<file path="src/rtl/buck_seq_pkg.sv">
/*
 * Constants and carrier types for the buck startup and fault sequencer.
 * Assumes a single 40 MHz system clock and an APB completer with 32-bit data.
 */
package buck_seq_pkg;
	// clock
	localparam int CLK_KHZ = 40000;
	localparam int CLK_NS = 25;

	// apb register byte offsets
	localparam logic [7:0] CTRL_OFS = 8'h00;
	localparam logic [7:0] STATUS_OFS = 8'h04;
	localparam logic [7:0] SSREF_OFS = 8'h08;
	localparam logic [7:0] PERIOD_OFS = 8'h0c;
	localparam logic [31:0] CTRL_RST = 32'h0000_0001;

	// pre-bias duty steps
	localparam logic [3:0] PB_STEPS = 4'h8;
	localparam logic [4:0] PB_PULSES = 5'h10;
	localparam int PB_FRAC_SHIFT = 3;

	// soft-start reference, kept in microvolts
	localparam int SS_SLOPE_UV_PER_US_X10 = 4;
	localparam int SS_STEP_UV_PER_CLK = SS_SLOPE_UV_PER_US_X10 * CLK_NS / 10;
	localparam logic [20:0] SS_FINAL_UV = 21'd1500000;
	localparam int TSTART_US = 1500;
	localparam int TSTART_CYCLES = TSTART_US * (CLK_KHZ / 1000);
	localparam int HICCUP_US = 20480;
	localparam int HICCUP_CYCLES = HICCUP_US * (CLK_KHZ / 1000);

	// current sampling times
	localparam int SAMPLE_DELAY_NS = 40;
	localparam int SAMPLE_DELAY_CYCLES = (SAMPLE_DELAY_NS + CLK_NS - 1) / CLK_NS;
	localparam int SAMPLE_WIDTH_NS = 30;
	localparam int SAMPLE_WIDTH_CYCLES = (SAMPLE_WIDTH_NS / CLK_NS) < 1 ? 1 : SAMPLE_WIDTH_NS / CLK_NS;

	// oscillator
	localparam int FREQ_TABLE_N = 13;
	localparam logic [7:0] PERIOD_MIN = 8'd26;
	localparam logic [7:0] PERIOD_MAX = 8'd133;
	localparam logic [8:0] SYNC_LOST_CYCLES = 9'd300;

	typedef enum logic [1:0] {
		STRAP_FLOAT = 2'b00,
		STRAP_VCC = 2'b01,
		STRAP_POWER_GROUND = 2'b10
	} strap_type;

	typedef enum logic [1:0] {
		ST_OFF = 2'b00,
		ST_SOFT = 2'b01,
		ST_RUN = 2'b10,
		ST_HICCUP = 2'b11
	} seq_state_type;

	typedef struct packed {
		logic en_ok;
		logic vcc_ok;
		logic thermal_trip;
		logic overvoltage_protection;
	} supervise_type;

	typedef struct packed {
		logic hs_on;
		logic ls_on;
	} gate_type;
endpackage

</file>
<file path="src/rtl/buck_startup_fault_sequencer.sv">
/*
 * Sequencing logic of a synchronous buck: pre-bias startup, digital soft-start,
 * valley current sampling with hiccup, shutdown, thermal restart and smooth sync.
 * Assumes analog comparators and the pwm demand are synchronous to clk_i.
 */
// Local design decisions: the APB interface to the registers and the register addresses.
// Notes on behaviour
// - pre-biased start: low side off until first high-side pulse.
// - low side starts at one-eighth period, rises in one-eighth steps.
// - each duty step lasts sixteen pulses, eight steps in all.
// - soft-start begins only when enable and bias supply are both good.
// - reference ramps from zero at 0.4 mV/us up to 1.5 V.
// - output startup time is a fixed 1.5 ms.
// - overcurrent and overvoltage protection stay active during the ramp.
// - enable below its off threshold shuts down both drivers.
// - overcurrent limit picked from three strap states of the select pin.
// - sample current 30 ns, one-eighth period before the valley.
// - short low-side on-time: sample 40 ns after falling slope starts.
// - flag overcurrent when sampled current exceeds selected limit.
// - on overcurrent latch flag, hold reference at zero 20.48 ms.
// - after hiccup clear flag, restart soft-start, repeat while overloaded.
// - thermal trip turns off both switches and resets soft-start.
// - restart with fresh soft-start once temperature is back in band.
// - switching frequency 300 to 1500 kHz from a resistor table.
// - external clock in steady state: move gradually to its frequency.
// - external clock removed: move gradually back to free-running.
`timescale 1ns/1ps
module buck_startup_fault_sequencer #(
	parameter int START_CYCLES = buck_seq_pkg::TSTART_CYCLES,
	parameter int HICCUP_LEN = buck_seq_pkg::HICCUP_CYCLES,
	parameter int CUR_W = 8,
	parameter logic [7:0] LIMIT_FLOAT = 8'hc0,
	parameter logic [7:0] LIMIT_VCC = 8'he0,
	parameter logic [7:0] LIMIT_POWER_GROUND = 8'h90
) (
	// clock and reset
	input wire logic clk_i,
	input wire logic rst_b_i,
	// apb completer
	input wire logic psel_i,
	input wire logic penable_i,
	input wire logic pwrite_i,
	input wire logic [7:0] paddr_i,
	input wire logic [31:0] pwdata_i,
	output logic pready_o,
	output logic [31:0] prdata_o,
	output logic pslverr_o,
	// analog supervision and straps
	input wire buck_seq_pkg::supervise_type sup_i,
	input wire buck_seq_pkg::strap_type current_limit_select_pin_i,
	input wire logic [3:0] freq_sel_i,
	input wire logic freq_set_and_sync_pin_i,
	// power stage
	input wire logic pwm_demand_i,
	input wire logic [CUR_W-1:0] ls_current_i,
	output buck_seq_pkg::gate_type gate_o,
	output logic [20:0] ss_ref_uv_o,
	output logic overcurrent_flag_o,
	output logic startup_done_o
);
	import buck_seq_pkg::*;

	////////////////////////////////////////////////////////////////////////////
	// functions

	function automatic logic [7:0] table_period(input logic [3:0] idx);
		logic [7:0] p;
		p = PERIOD_MAX;
		unique case (idx)
			4'd0: p = 8'd133;
			4'd1: p = 8'd100;
			4'd2: p = 8'd80;
			4'd3: p = 8'd67;
			4'd4: p = 8'd57;
			4'd5: p = 8'd50;
			4'd6: p = 8'd44;
			4'd7: p = 8'd40;
			4'd8: p = 8'd36;
			4'd9: p = 8'd33;
			4'd10: p = 8'd31;
			4'd11: p = 8'd29;
			4'd12: p = 8'd26;
			default: p = PERIOD_MAX;
		endcase
		return p;
	endfunction

	function automatic logic [7:0] clamp_period(input logic [8:0] p);
		if (p < {1'b0, PERIOD_MIN}) begin
			return PERIOD_MIN;
		end else if (p > {1'b0, PERIOD_MAX}) begin
			return PERIOD_MAX;
		end
		return p[7:0];
	endfunction

	////////////////////////////////////////////////////////////////////////////
	// supervision and straps

	logic por;
	logic shut;
	logic strap_taken_ff;
	logic [CUR_W-1:0] limit_ff;
	logic [31:0] ctrl_ff;

	assign por = sup_i.en_ok && sup_i.vcc_ok && ctrl_ff[0];
	assign shut = !por || sup_i.thermal_trip;

	always_ff @(posedge clk_i) begin
		if (!rst_b_i) begin
			strap_taken_ff <= 1'b0;
			limit_ff <= '0;
		end else if (!strap_taken_ff) begin
			strap_taken_ff <= 1'b1;
			unique case (current_limit_select_pin_i)
				STRAP_VCC: limit_ff <= LIMIT_VCC[CUR_W-1:0];
				STRAP_POWER_GROUND: limit_ff <= LIMIT_POWER_GROUND[CUR_W-1:0];
				default: limit_ff <= LIMIT_FLOAT[CUR_W-1:0];
			endcase
		end
	end

	////////////////////////////////////////////////////////////////////////////
	// switching oscillator and external sync

	logic sync_d_ff;
	logic sync_lock_ff;
	logic [8:0] sync_cnt_ff;
	logic [7:0] sync_per_ff;
	logic [7:0] period_ff;
	logic [7:0] phase_ff;
	logic sw_tick;
	logic [7:0] target;

	assign sw_tick = (phase_ff >= period_ff - 8'd1);
	assign target = sync_lock_ff ? sync_per_ff : table_period(freq_sel_i);

	always_ff @(posedge clk_i) begin
		if (!rst_b_i) begin
			sync_d_ff <= 1'b0;
			sync_lock_ff <= 1'b0;
			sync_cnt_ff <= '0;
			sync_per_ff <= PERIOD_MAX;
		end else begin
			sync_d_ff <= freq_set_and_sync_pin_i;
			if (freq_set_and_sync_pin_i && !sync_d_ff) begin
				sync_cnt_ff <= 9'd1;
				sync_per_ff <= clamp_period(sync_cnt_ff);
				sync_lock_ff <= (sync_cnt_ff != 9'd0);
			end else if (sync_cnt_ff >= SYNC_LOST_CYCLES) begin
				sync_lock_ff <= 1'b0;
				sync_cnt_ff <= '0;
			end else if (sync_cnt_ff != 9'd0) begin
				sync_cnt_ff <= sync_cnt_ff + 9'd1;
			end
		end
	end

	always_ff @(posedge clk_i) begin
		if (!rst_b_i) begin
			phase_ff <= '0;
			// start at the strap frequency, no slew out of reset
			period_ff <= table_period(freq_sel_i);
		end else if (sw_tick) begin
			phase_ff <= '0;
			// one clock of period change per switching cycle
			if (period_ff < target) begin
				period_ff <= period_ff + 8'd1;
			end else if (period_ff > target) begin
				period_ff <= period_ff - 8'd1;
			end
		end else begin
			phase_ff <= phase_ff + 8'd1;
		end
	end

	////////////////////////////////////////////////////////////////////////////
	// sequence state, soft-start ramp and hiccup

	seq_state_type state_ff;
	logic [20:0] ss_ref_ff;
	logic [31:0] start_cnt_ff;
	logic [31:0] hic_cnt_ff;
	logic oc_event;
	logic ovp_hit;
	logic [20:0] ss_inc;

	assign ss_inc = 21'(SS_STEP_UV_PER_CLK) * {13'd0, period_ff};
	assign ovp_hit = sup_i.overvoltage_protection && (state_ff == ST_SOFT || state_ff == ST_RUN);

	always_ff @(posedge clk_i) begin
		if (!rst_b_i) begin
			state_ff <= ST_OFF;
			hic_cnt_ff <= '0;
		end else if (shut) begin
			state_ff <= ST_OFF;
			hic_cnt_ff <= '0;
		end else begin
			unique case (state_ff)
				ST_OFF: state_ff <= ST_SOFT;
				ST_SOFT: begin
					if (oc_event) begin
						state_ff <= ST_HICCUP;
					end else if (ss_ref_ff == SS_FINAL_UV) begin
						state_ff <= ST_RUN;
					end
				end
				ST_RUN: begin
					if (oc_event) begin
						state_ff <= ST_HICCUP;
					end
				end
				ST_HICCUP: begin
					if (hic_cnt_ff >= 32'(HICCUP_LEN - 1)) begin
						hic_cnt_ff <= '0;
						state_ff <= ST_SOFT;
					end else begin
						hic_cnt_ff <= hic_cnt_ff + 32'd1;
					end
				end
			endcase
		end
	end

	always_ff @(posedge clk_i) begin
		if (!rst_b_i || shut || state_ff == ST_OFF || state_ff == ST_HICCUP) begin
			ss_ref_ff <= '0;
		end else if (state_ff == ST_SOFT && sw_tick) begin
			if (ss_ref_ff + ss_inc >= SS_FINAL_UV) begin
				ss_ref_ff <= SS_FINAL_UV;
			end else begin
				ss_ref_ff <= ss_ref_ff + ss_inc;
			end
		end
	end

	always_ff @(posedge clk_i) begin
		if (!rst_b_i || shut || state_ff == ST_OFF || state_ff == ST_HICCUP) begin
			start_cnt_ff <= '0;
			startup_done_o <= 1'b0;
		end else if (start_cnt_ff >= 32'(START_CYCLES - 1)) begin
			startup_done_o <= 1'b1;
		end else begin
			start_cnt_ff <= start_cnt_ff + 32'd1;
		end
	end

	////////////////////////////////////////////////////////////////////////////
	// pre-bias stepping of the low side

	logic hs_d_ff;
	logic first_hs_ff;
	logic pb_done_ff;
	logic [3:0] pb_step_ff;
	logic [4:0] pb_pulse_ff;
	logic [7:0] ls_cnt_ff;
	logic [11:0] ls_limit;
	logic hs_rise;
	logic hs_fall;
	logic active;

	assign active = (state_ff == ST_SOFT || state_ff == ST_RUN) && !ovp_hit;
	assign hs_rise = pwm_demand_i && !hs_d_ff;
	assign hs_fall = !pwm_demand_i && hs_d_ff;
	assign ls_limit = ({4'd0, period_ff} * {8'd0, pb_step_ff}) >> PB_FRAC_SHIFT;

	always_ff @(posedge clk_i) begin
		if (!rst_b_i || !active) begin
			hs_d_ff <= 1'b0;
			first_hs_ff <= 1'b0;
			pb_done_ff <= 1'b0;
			pb_step_ff <= 4'd1;
			pb_pulse_ff <= '0;
		end else begin
			hs_d_ff <= pwm_demand_i;
			if (hs_rise) begin
				first_hs_ff <= 1'b1;
			end
			if (hs_rise && first_hs_ff && !pb_done_ff) begin
				if (pb_pulse_ff == PB_PULSES - 5'd1) begin
					pb_pulse_ff <= '0;
					if (pb_step_ff == PB_STEPS) begin
						pb_done_ff <= 1'b1;
					end else begin
						pb_step_ff <= pb_step_ff + 4'd1;
					end
				end else begin
					pb_pulse_ff <= pb_pulse_ff + 5'd1;
				end
			end
		end
	end

	always_ff @(posedge clk_i) begin
		if (!rst_b_i || pwm_demand_i) begin
			ls_cnt_ff <= '0;
		end else if (ls_cnt_ff != 8'hff) begin
			ls_cnt_ff <= ls_cnt_ff + 8'd1;
		end
	end

	always_ff @(posedge clk_i) begin
		if (!rst_b_i || !active) begin
			gate_o <= '0;
		end else begin
			gate_o.hs_on <= pwm_demand_i;
			if (!first_hs_ff) begin
				gate_o.ls_on <= 1'b0;
			end else if (!pb_done_ff) begin
				gate_o.ls_on <= !pwm_demand_i && ({4'd0, ls_cnt_ff} < ls_limit);
			end else begin
				gate_o.ls_on <= !pwm_demand_i;
			end
		end
	end

	////////////////////////////////////////////////////////////////////////////
	// valley current sampling and overcurrent flag

	logic [7:0] samp_at_ff;
	logic samp_arm_ff;
	logic [1:0] samp_w_ff;
	logic samp_hit;
	logic [7:0] eighth;
	logic [7:0] remain;

	assign eighth = period_ff >> PB_FRAC_SHIFT;
	assign remain = period_ff - phase_ff;
	assign samp_hit = samp_arm_ff && (phase_ff == samp_at_ff);
	assign oc_event = samp_w_ff != 2'd0 && ls_current_i > limit_ff;

	always_ff @(posedge clk_i) begin
		if (!rst_b_i || !active) begin
			samp_arm_ff <= 1'b0;
			samp_at_ff <= '0;
			samp_w_ff <= '0;
		end else begin
			if (hs_fall) begin
				samp_arm_ff <= 1'b1;
				if (remain >= eighth) begin
					samp_at_ff <= period_ff - eighth;
				end else begin
					samp_at_ff <= phase_ff + 8'(SAMPLE_DELAY_CYCLES);
				end
			end else if (samp_hit) begin
				samp_arm_ff <= 1'b0;
			end
			if (samp_hit) begin
				samp_w_ff <= 2'(SAMPLE_WIDTH_CYCLES);
			end else if (samp_w_ff != 2'd0) begin
				samp_w_ff <= samp_w_ff - 2'd1;
			end
		end
	end

	always_ff @(posedge clk_i) begin
		if (!rst_b_i || shut) begin
			overcurrent_flag_o <= 1'b0;
		end else if (oc_event) begin
			overcurrent_flag_o <= 1'b1;
		end else if (state_ff == ST_HICCUP && hic_cnt_ff >= 32'(HICCUP_LEN - 1)) begin
			overcurrent_flag_o <= 1'b0;
		end
	end

	always_ff @(posedge clk_i) begin
		if (!rst_b_i) begin
			ss_ref_uv_o <= '0;
		end else begin
			ss_ref_uv_o <= ss_ref_ff;
		end
	end

	////////////////////////////////////////////////////////////////////////////
	// apb completer: one wait state, errors on unmapped offsets

	logic acc;
	logic mapped;

	assign acc = psel_i && penable_i && !pready_o;
	assign mapped = paddr_i == CTRL_OFS || paddr_i == STATUS_OFS ||
		paddr_i == SSREF_OFS || paddr_i == PERIOD_OFS;

	always_ff @(posedge clk_i) begin
		if (!rst_b_i) begin
			ctrl_ff <= CTRL_RST;
		end else if (acc && pwrite_i && paddr_i == CTRL_OFS) begin
			ctrl_ff <= {31'd0, pwdata_i[0]};
		end
	end

	always_ff @(posedge clk_i) begin
		if (!rst_b_i) begin
			pready_o <= 1'b0;
			pslverr_o <= 1'b0;
			prdata_o <= '0;
		end else begin
			pready_o <= acc;
			pslverr_o <= acc && !mapped;
			prdata_o <= '0;
			if (acc && !pwrite_i) begin
				unique case (paddr_i)
					CTRL_OFS: prdata_o <= ctrl_ff;
					STATUS_OFS: prdata_o <= {24'd0, sync_lock_ff, pb_done_ff,
						sup_i.thermal_trip, startup_done_o, overcurrent_flag_o,
						1'b0, state_ff};
					SSREF_OFS: prdata_o <= {11'd0, ss_ref_ff};
					PERIOD_OFS: prdata_o <= {16'd0, target, period_ff};
					default: prdata_o <= '0;
				endcase
			end
		end
	end
endmodule // buck_startup_fault_sequencer

</file>
<file path="config.mk">
export PLATFORM = sky130hd
export DESIGN_NAME = buck_startup_fault_sequencer
export DESIGN_NICKNAME = d
export VERILOG_FILES = /design/src/rtl/buck_seq_pkg.sv /design/src/rtl/buck_startup_fault_sequencer.sv
export SDC_FILE = /design/constraint.sdc
export NUM_CORES = 1
export LEC_CHECK = 0
export BUFFER_PORTS_ARGS = -buffer_cell sky130_fd_sc_hd__buf_2
export CORE_AREA = 2 2 115 173
export DETAILED_ROUTE_END_ITERATION = 8
export DIE_AREA = 0 0 117 175
export PLACE_DENSITY = 0.91
export RECOVER_POWER = 100
export SKIP_CTS_REPAIR_TIMING = 1
export SKIP_LAST_GASP = 1
export SLEW_MARGIN = 20
export SYNTH_ARGS = -nofsm -noshare
export SYNTH_HDL_FRONTEND = slang
export SYNTH_SLANG_ARGS = --single-unit
</file>
<file path="constraint.sdc">
create_clock -name clk_i -period 10 [get_ports clk_i]
set_input_delay 1 -clock clk_i [delete_from_list [all_inputs] [get_ports clk_i]]
set_output_delay 1 -clock clk_i [all_outputs]
set_load 0.03 [all_outputs]
</file>
==> qor.txt <==
Worst endpoint data arrival time - 6.45 ns
First-pass DRT Iterations - 7
Hold Crit Class - flip-flop to flip-flop
GRT overflow - 0
CTS Buf Count - 21
Final setup viols - 0
Diodes inserted - 0
DR WL/cell - 16.3 µm
CP max stage delay - 0.83 ns
Count of flip-flops with a built-in enable after synthesis - 8
Share of the synthesized area in the top cell type - 32.5%
Hold Path End - pb_pulse_ff[4]$_SDFFE_PP0P_
Count of different cell masters after synthesis - 84
Max cap viols - 3
Worst-margin pin slew - 3.33 ns
Htree depth - 1
Period minus WS final - 6.14 ns
Seq/Total Area, Yosys - 34.4%
Commonest non-fill, non-tap cell in the layout - dfxtp_1
CTS sink cnt - 204
Final #Nets - 1632
Pin count of the biggest net entering global routing - 43
Io pins - 124
Power per Cell Area - 153 nW/µm²
RD Place Congestion - 0.906
Failing checks - max-capacitance violations, max-slew violations
Vias in the first global route - 9852
Initial antenna violation count - 0
TNS Setup - 0 ns
Die Span X - 117 µm
Worst vdd ir - 0.137 mV
Synthesis-stage register bit count - 204
Crit-path leading delay family - compound AO/OA/AOI/OAI gates
Fraction of layout cells with a size suffix above 1 - 6.84%
WS Path Type - flip-flop to flip-flop
Min-Delay Path Depth - 2
CP max FO - 18
F_max - 0.163 GHz
First-pass GRT wire length - 46400 µm
LEAKAGE - 5.19 nW
Synth area leaders - dfxtp_1 32%, ha_1 11%, nor2_1 5.2%
Post-DP HPWL - 20400 µm
Die Y-Extent - 175 µm
DR vias - 10100
Final hold vios - 0
CTS tree - yes
Crit-path cells - ha_1 > ha_1 > fa_1 > a21oi_1 > nor2_1 > nor2_1 > o21bai_1 > a21oi_1 > xnor2_1 > ha_1 > o21ai_0 > nor2_1 > o31ai_1 > o21bai_1 > and4b_1 > a211oi_1 > o21ai_0 > nand3_1 > nor3b_1
Design area - 13100 µm²
Reg2Reg Setup Slack - 3.86 ns
Post-Syn Instances - 1395
Max-slew headroom - -128%
Vias/cell - 5.87
Setup crit end kind - flip-flop
Most frequent cells in the layout - 196 x dfxtp_1, 169 x nor2_1, 103 x ha_1, 102 x nand2_1
Main synth FF type - dfxtp_1
Synthesis warning total - 0
Core Area - 19000 µm²
Post-synth top area cell - dfxtp_1
R2R Path Start - period_ff[3]$_DFFE_PP_
Worst EP required - 10.32 ns
Max Buffers Root-to-Sink - 3
Synthesized area - 12100 µm²
Async SR Flop Fraction - 0%
Area growth syn-to-layout - 8.39%
Reg2Reg Capture Point - ss_ref_ff[11]$_SDFFE_PP0P_
Type of origin of the critical path - flip-flop
Port buffer count - 80
Critical path's slowest cell - edfxtp_1
Clk Latency, worst-skew pair - 0.50 ns
Die Footprint - 20500 µm²
Initial core utilization - 63.6%
Residual DRC count - 0
Hold path startpoint - pb_pulse_ff[4]$_SDFFE_PP0P_
Avg Synthesized Cell Area - 8.67 µm²
Starting DRT DRC Count - 658
# rows - 62
Gr usage total - 27.7%
Buf/Inv on CP - 0
RSZ-0062 raised after global routing - false
Max-slew violations - 58
Detail Route Antenna Nets - 0
Setup Skew - 0.0107 ns
Clk root buf - clkbuf_16
Fin util - 69.0%
Routed WL - 28000 µm
CTS clock-pin slew for the worst setup and hold paths - 0.06 ns
Area after DPL - 12600 µm²
Worst reg-to-reg path cell count - 19
Crit share post-route - 61.4%
Status - finished with violations
[worst max path at each step]
stage / from / endpoint / slack, ns / depth (start not counted)
finish: period_ff[3]$_DFFE_PP_ / ss_ref_ff[11]$_SDFFE_PP0P_ / 3.86 / 19
global route: period_ff[3]$_DFFE_PP_ / ss_ref_ff[11]$_SDFFE_PP0P_ / 3.49 / 19
CTS: period_ff[3]$_DFFE_PP_ / ss_ref_ff[11]$_SDFFE_PP0P_ / 4.86 / 19
detailed placement: period_ff[3]$_DFFE_PP_ / ss_ref_ff[10]$_SDFFE_PP0P_ / 4.90 / 19
global placement: period_ff[3]$_DFFE_PP_ / ss_ref_ff[3]$_SDFFE_PP0P_ / 4.99 / 19
floorplan: period_ff[1]$_DFFE_PP_ / ss_ref_ff[10]$_SDFFE_PP0P_ / 5.71 / 21
[routing by layer]
| metal | track usage (%) | up-vias | routed length, µm |
|---|---|---|---|
| met5 | 0 | - | 0 |
| met4 | 14.4 | 0 | 1500 |
| met3 | 3.05 | 111 | 1400 |
| met2 | 48.9 | 312 | 14300 |
| met1 | 32.3 | 4741 | 10900 |
| li1 | - | 4921 | - |
[flip-flops by register name, summed over array words and instances, names as in the netlist, 4 cells and up]
signal and flops:
ls_cnt_ff 8, sync_per_ff 8, samp_at_ff 8, ss_ref_uv_o 20
period_ff 8, pb_step_ff 4, ss_ref_ff 20, start_cnt_ff 32
prdata_o 21, pb_pulse_ff 5, limit_ff 4, hic_cnt_ff 32
sync_cnt_ff 9, phase_ff 8
[cells by family after synthesis]
group           Yosys count  synth area share [%]
xor+xnor                112                  8.11
other cells               1                0.0310
buf+inv                 141                  4.93
mux                      28                  2.49
compound gates          241                  13.5
simple gates            549                  23.2
fa+ha+maj               119                  13.3
flops                   204                  34.4
[per-stage QoR]
stage / hold WS (ns) / cells / worst slack, ns / total power [mW]
global placement: 0.420 / 1681 / 4.99 / 1.24
detailed placement: 0.438 / 1681 / 4.90 / 1.26
CTS: 0.448 / 1719 / 4.86 / 2.01
finish: 0.444 / 1719 / 3.86 / 2.00
floorplan: 0.410 / 1406 / 5.71 / 1.18
global route: 0.470 / 1719 / 3.49 / 2.09
[cell type report]
type                    count  area (µm²)
flip-flops and latches    204        4160
inverters                  73         274
clock buffers              30         609
multi-input cells        1061        7300
repair buffers             87         378
fillers                  1475        5900
clock inverters             8        60.1
well taps                 256         320
[synth_stat cells, types with 16 or more instances]
cell / instances
nor3_1: 27
xnor2_1: 69
dfxtp_1: 196
nor2b_1: 20
o21ai_0: 45
mux2i_1: 20
fa_1: 16
a21oi_1: 70
and2_1: 55
ha_1: 103
nor4_1: 20
nand2_1: 102
nand3_1: 44
and3_1: 28
clkbuf_1: 45
inv_1: 72
nand4_1: 22
nor2_1: 168
xor2_1: 43
[worst min-delay path, stage by stage (launching register included)]
cell and delay, ns:
dfxtp_1 0.31, nand2_1 0.06, a41oi_1 0.04
[power by group]
part           total [mW]  internal [mW]  switching, mW
sequential          0.871          0.833         0.0374
clock               0.759          0.429          0.329
combinational       0.374          0.158          0.215
(Power assumes the default switching activity.)
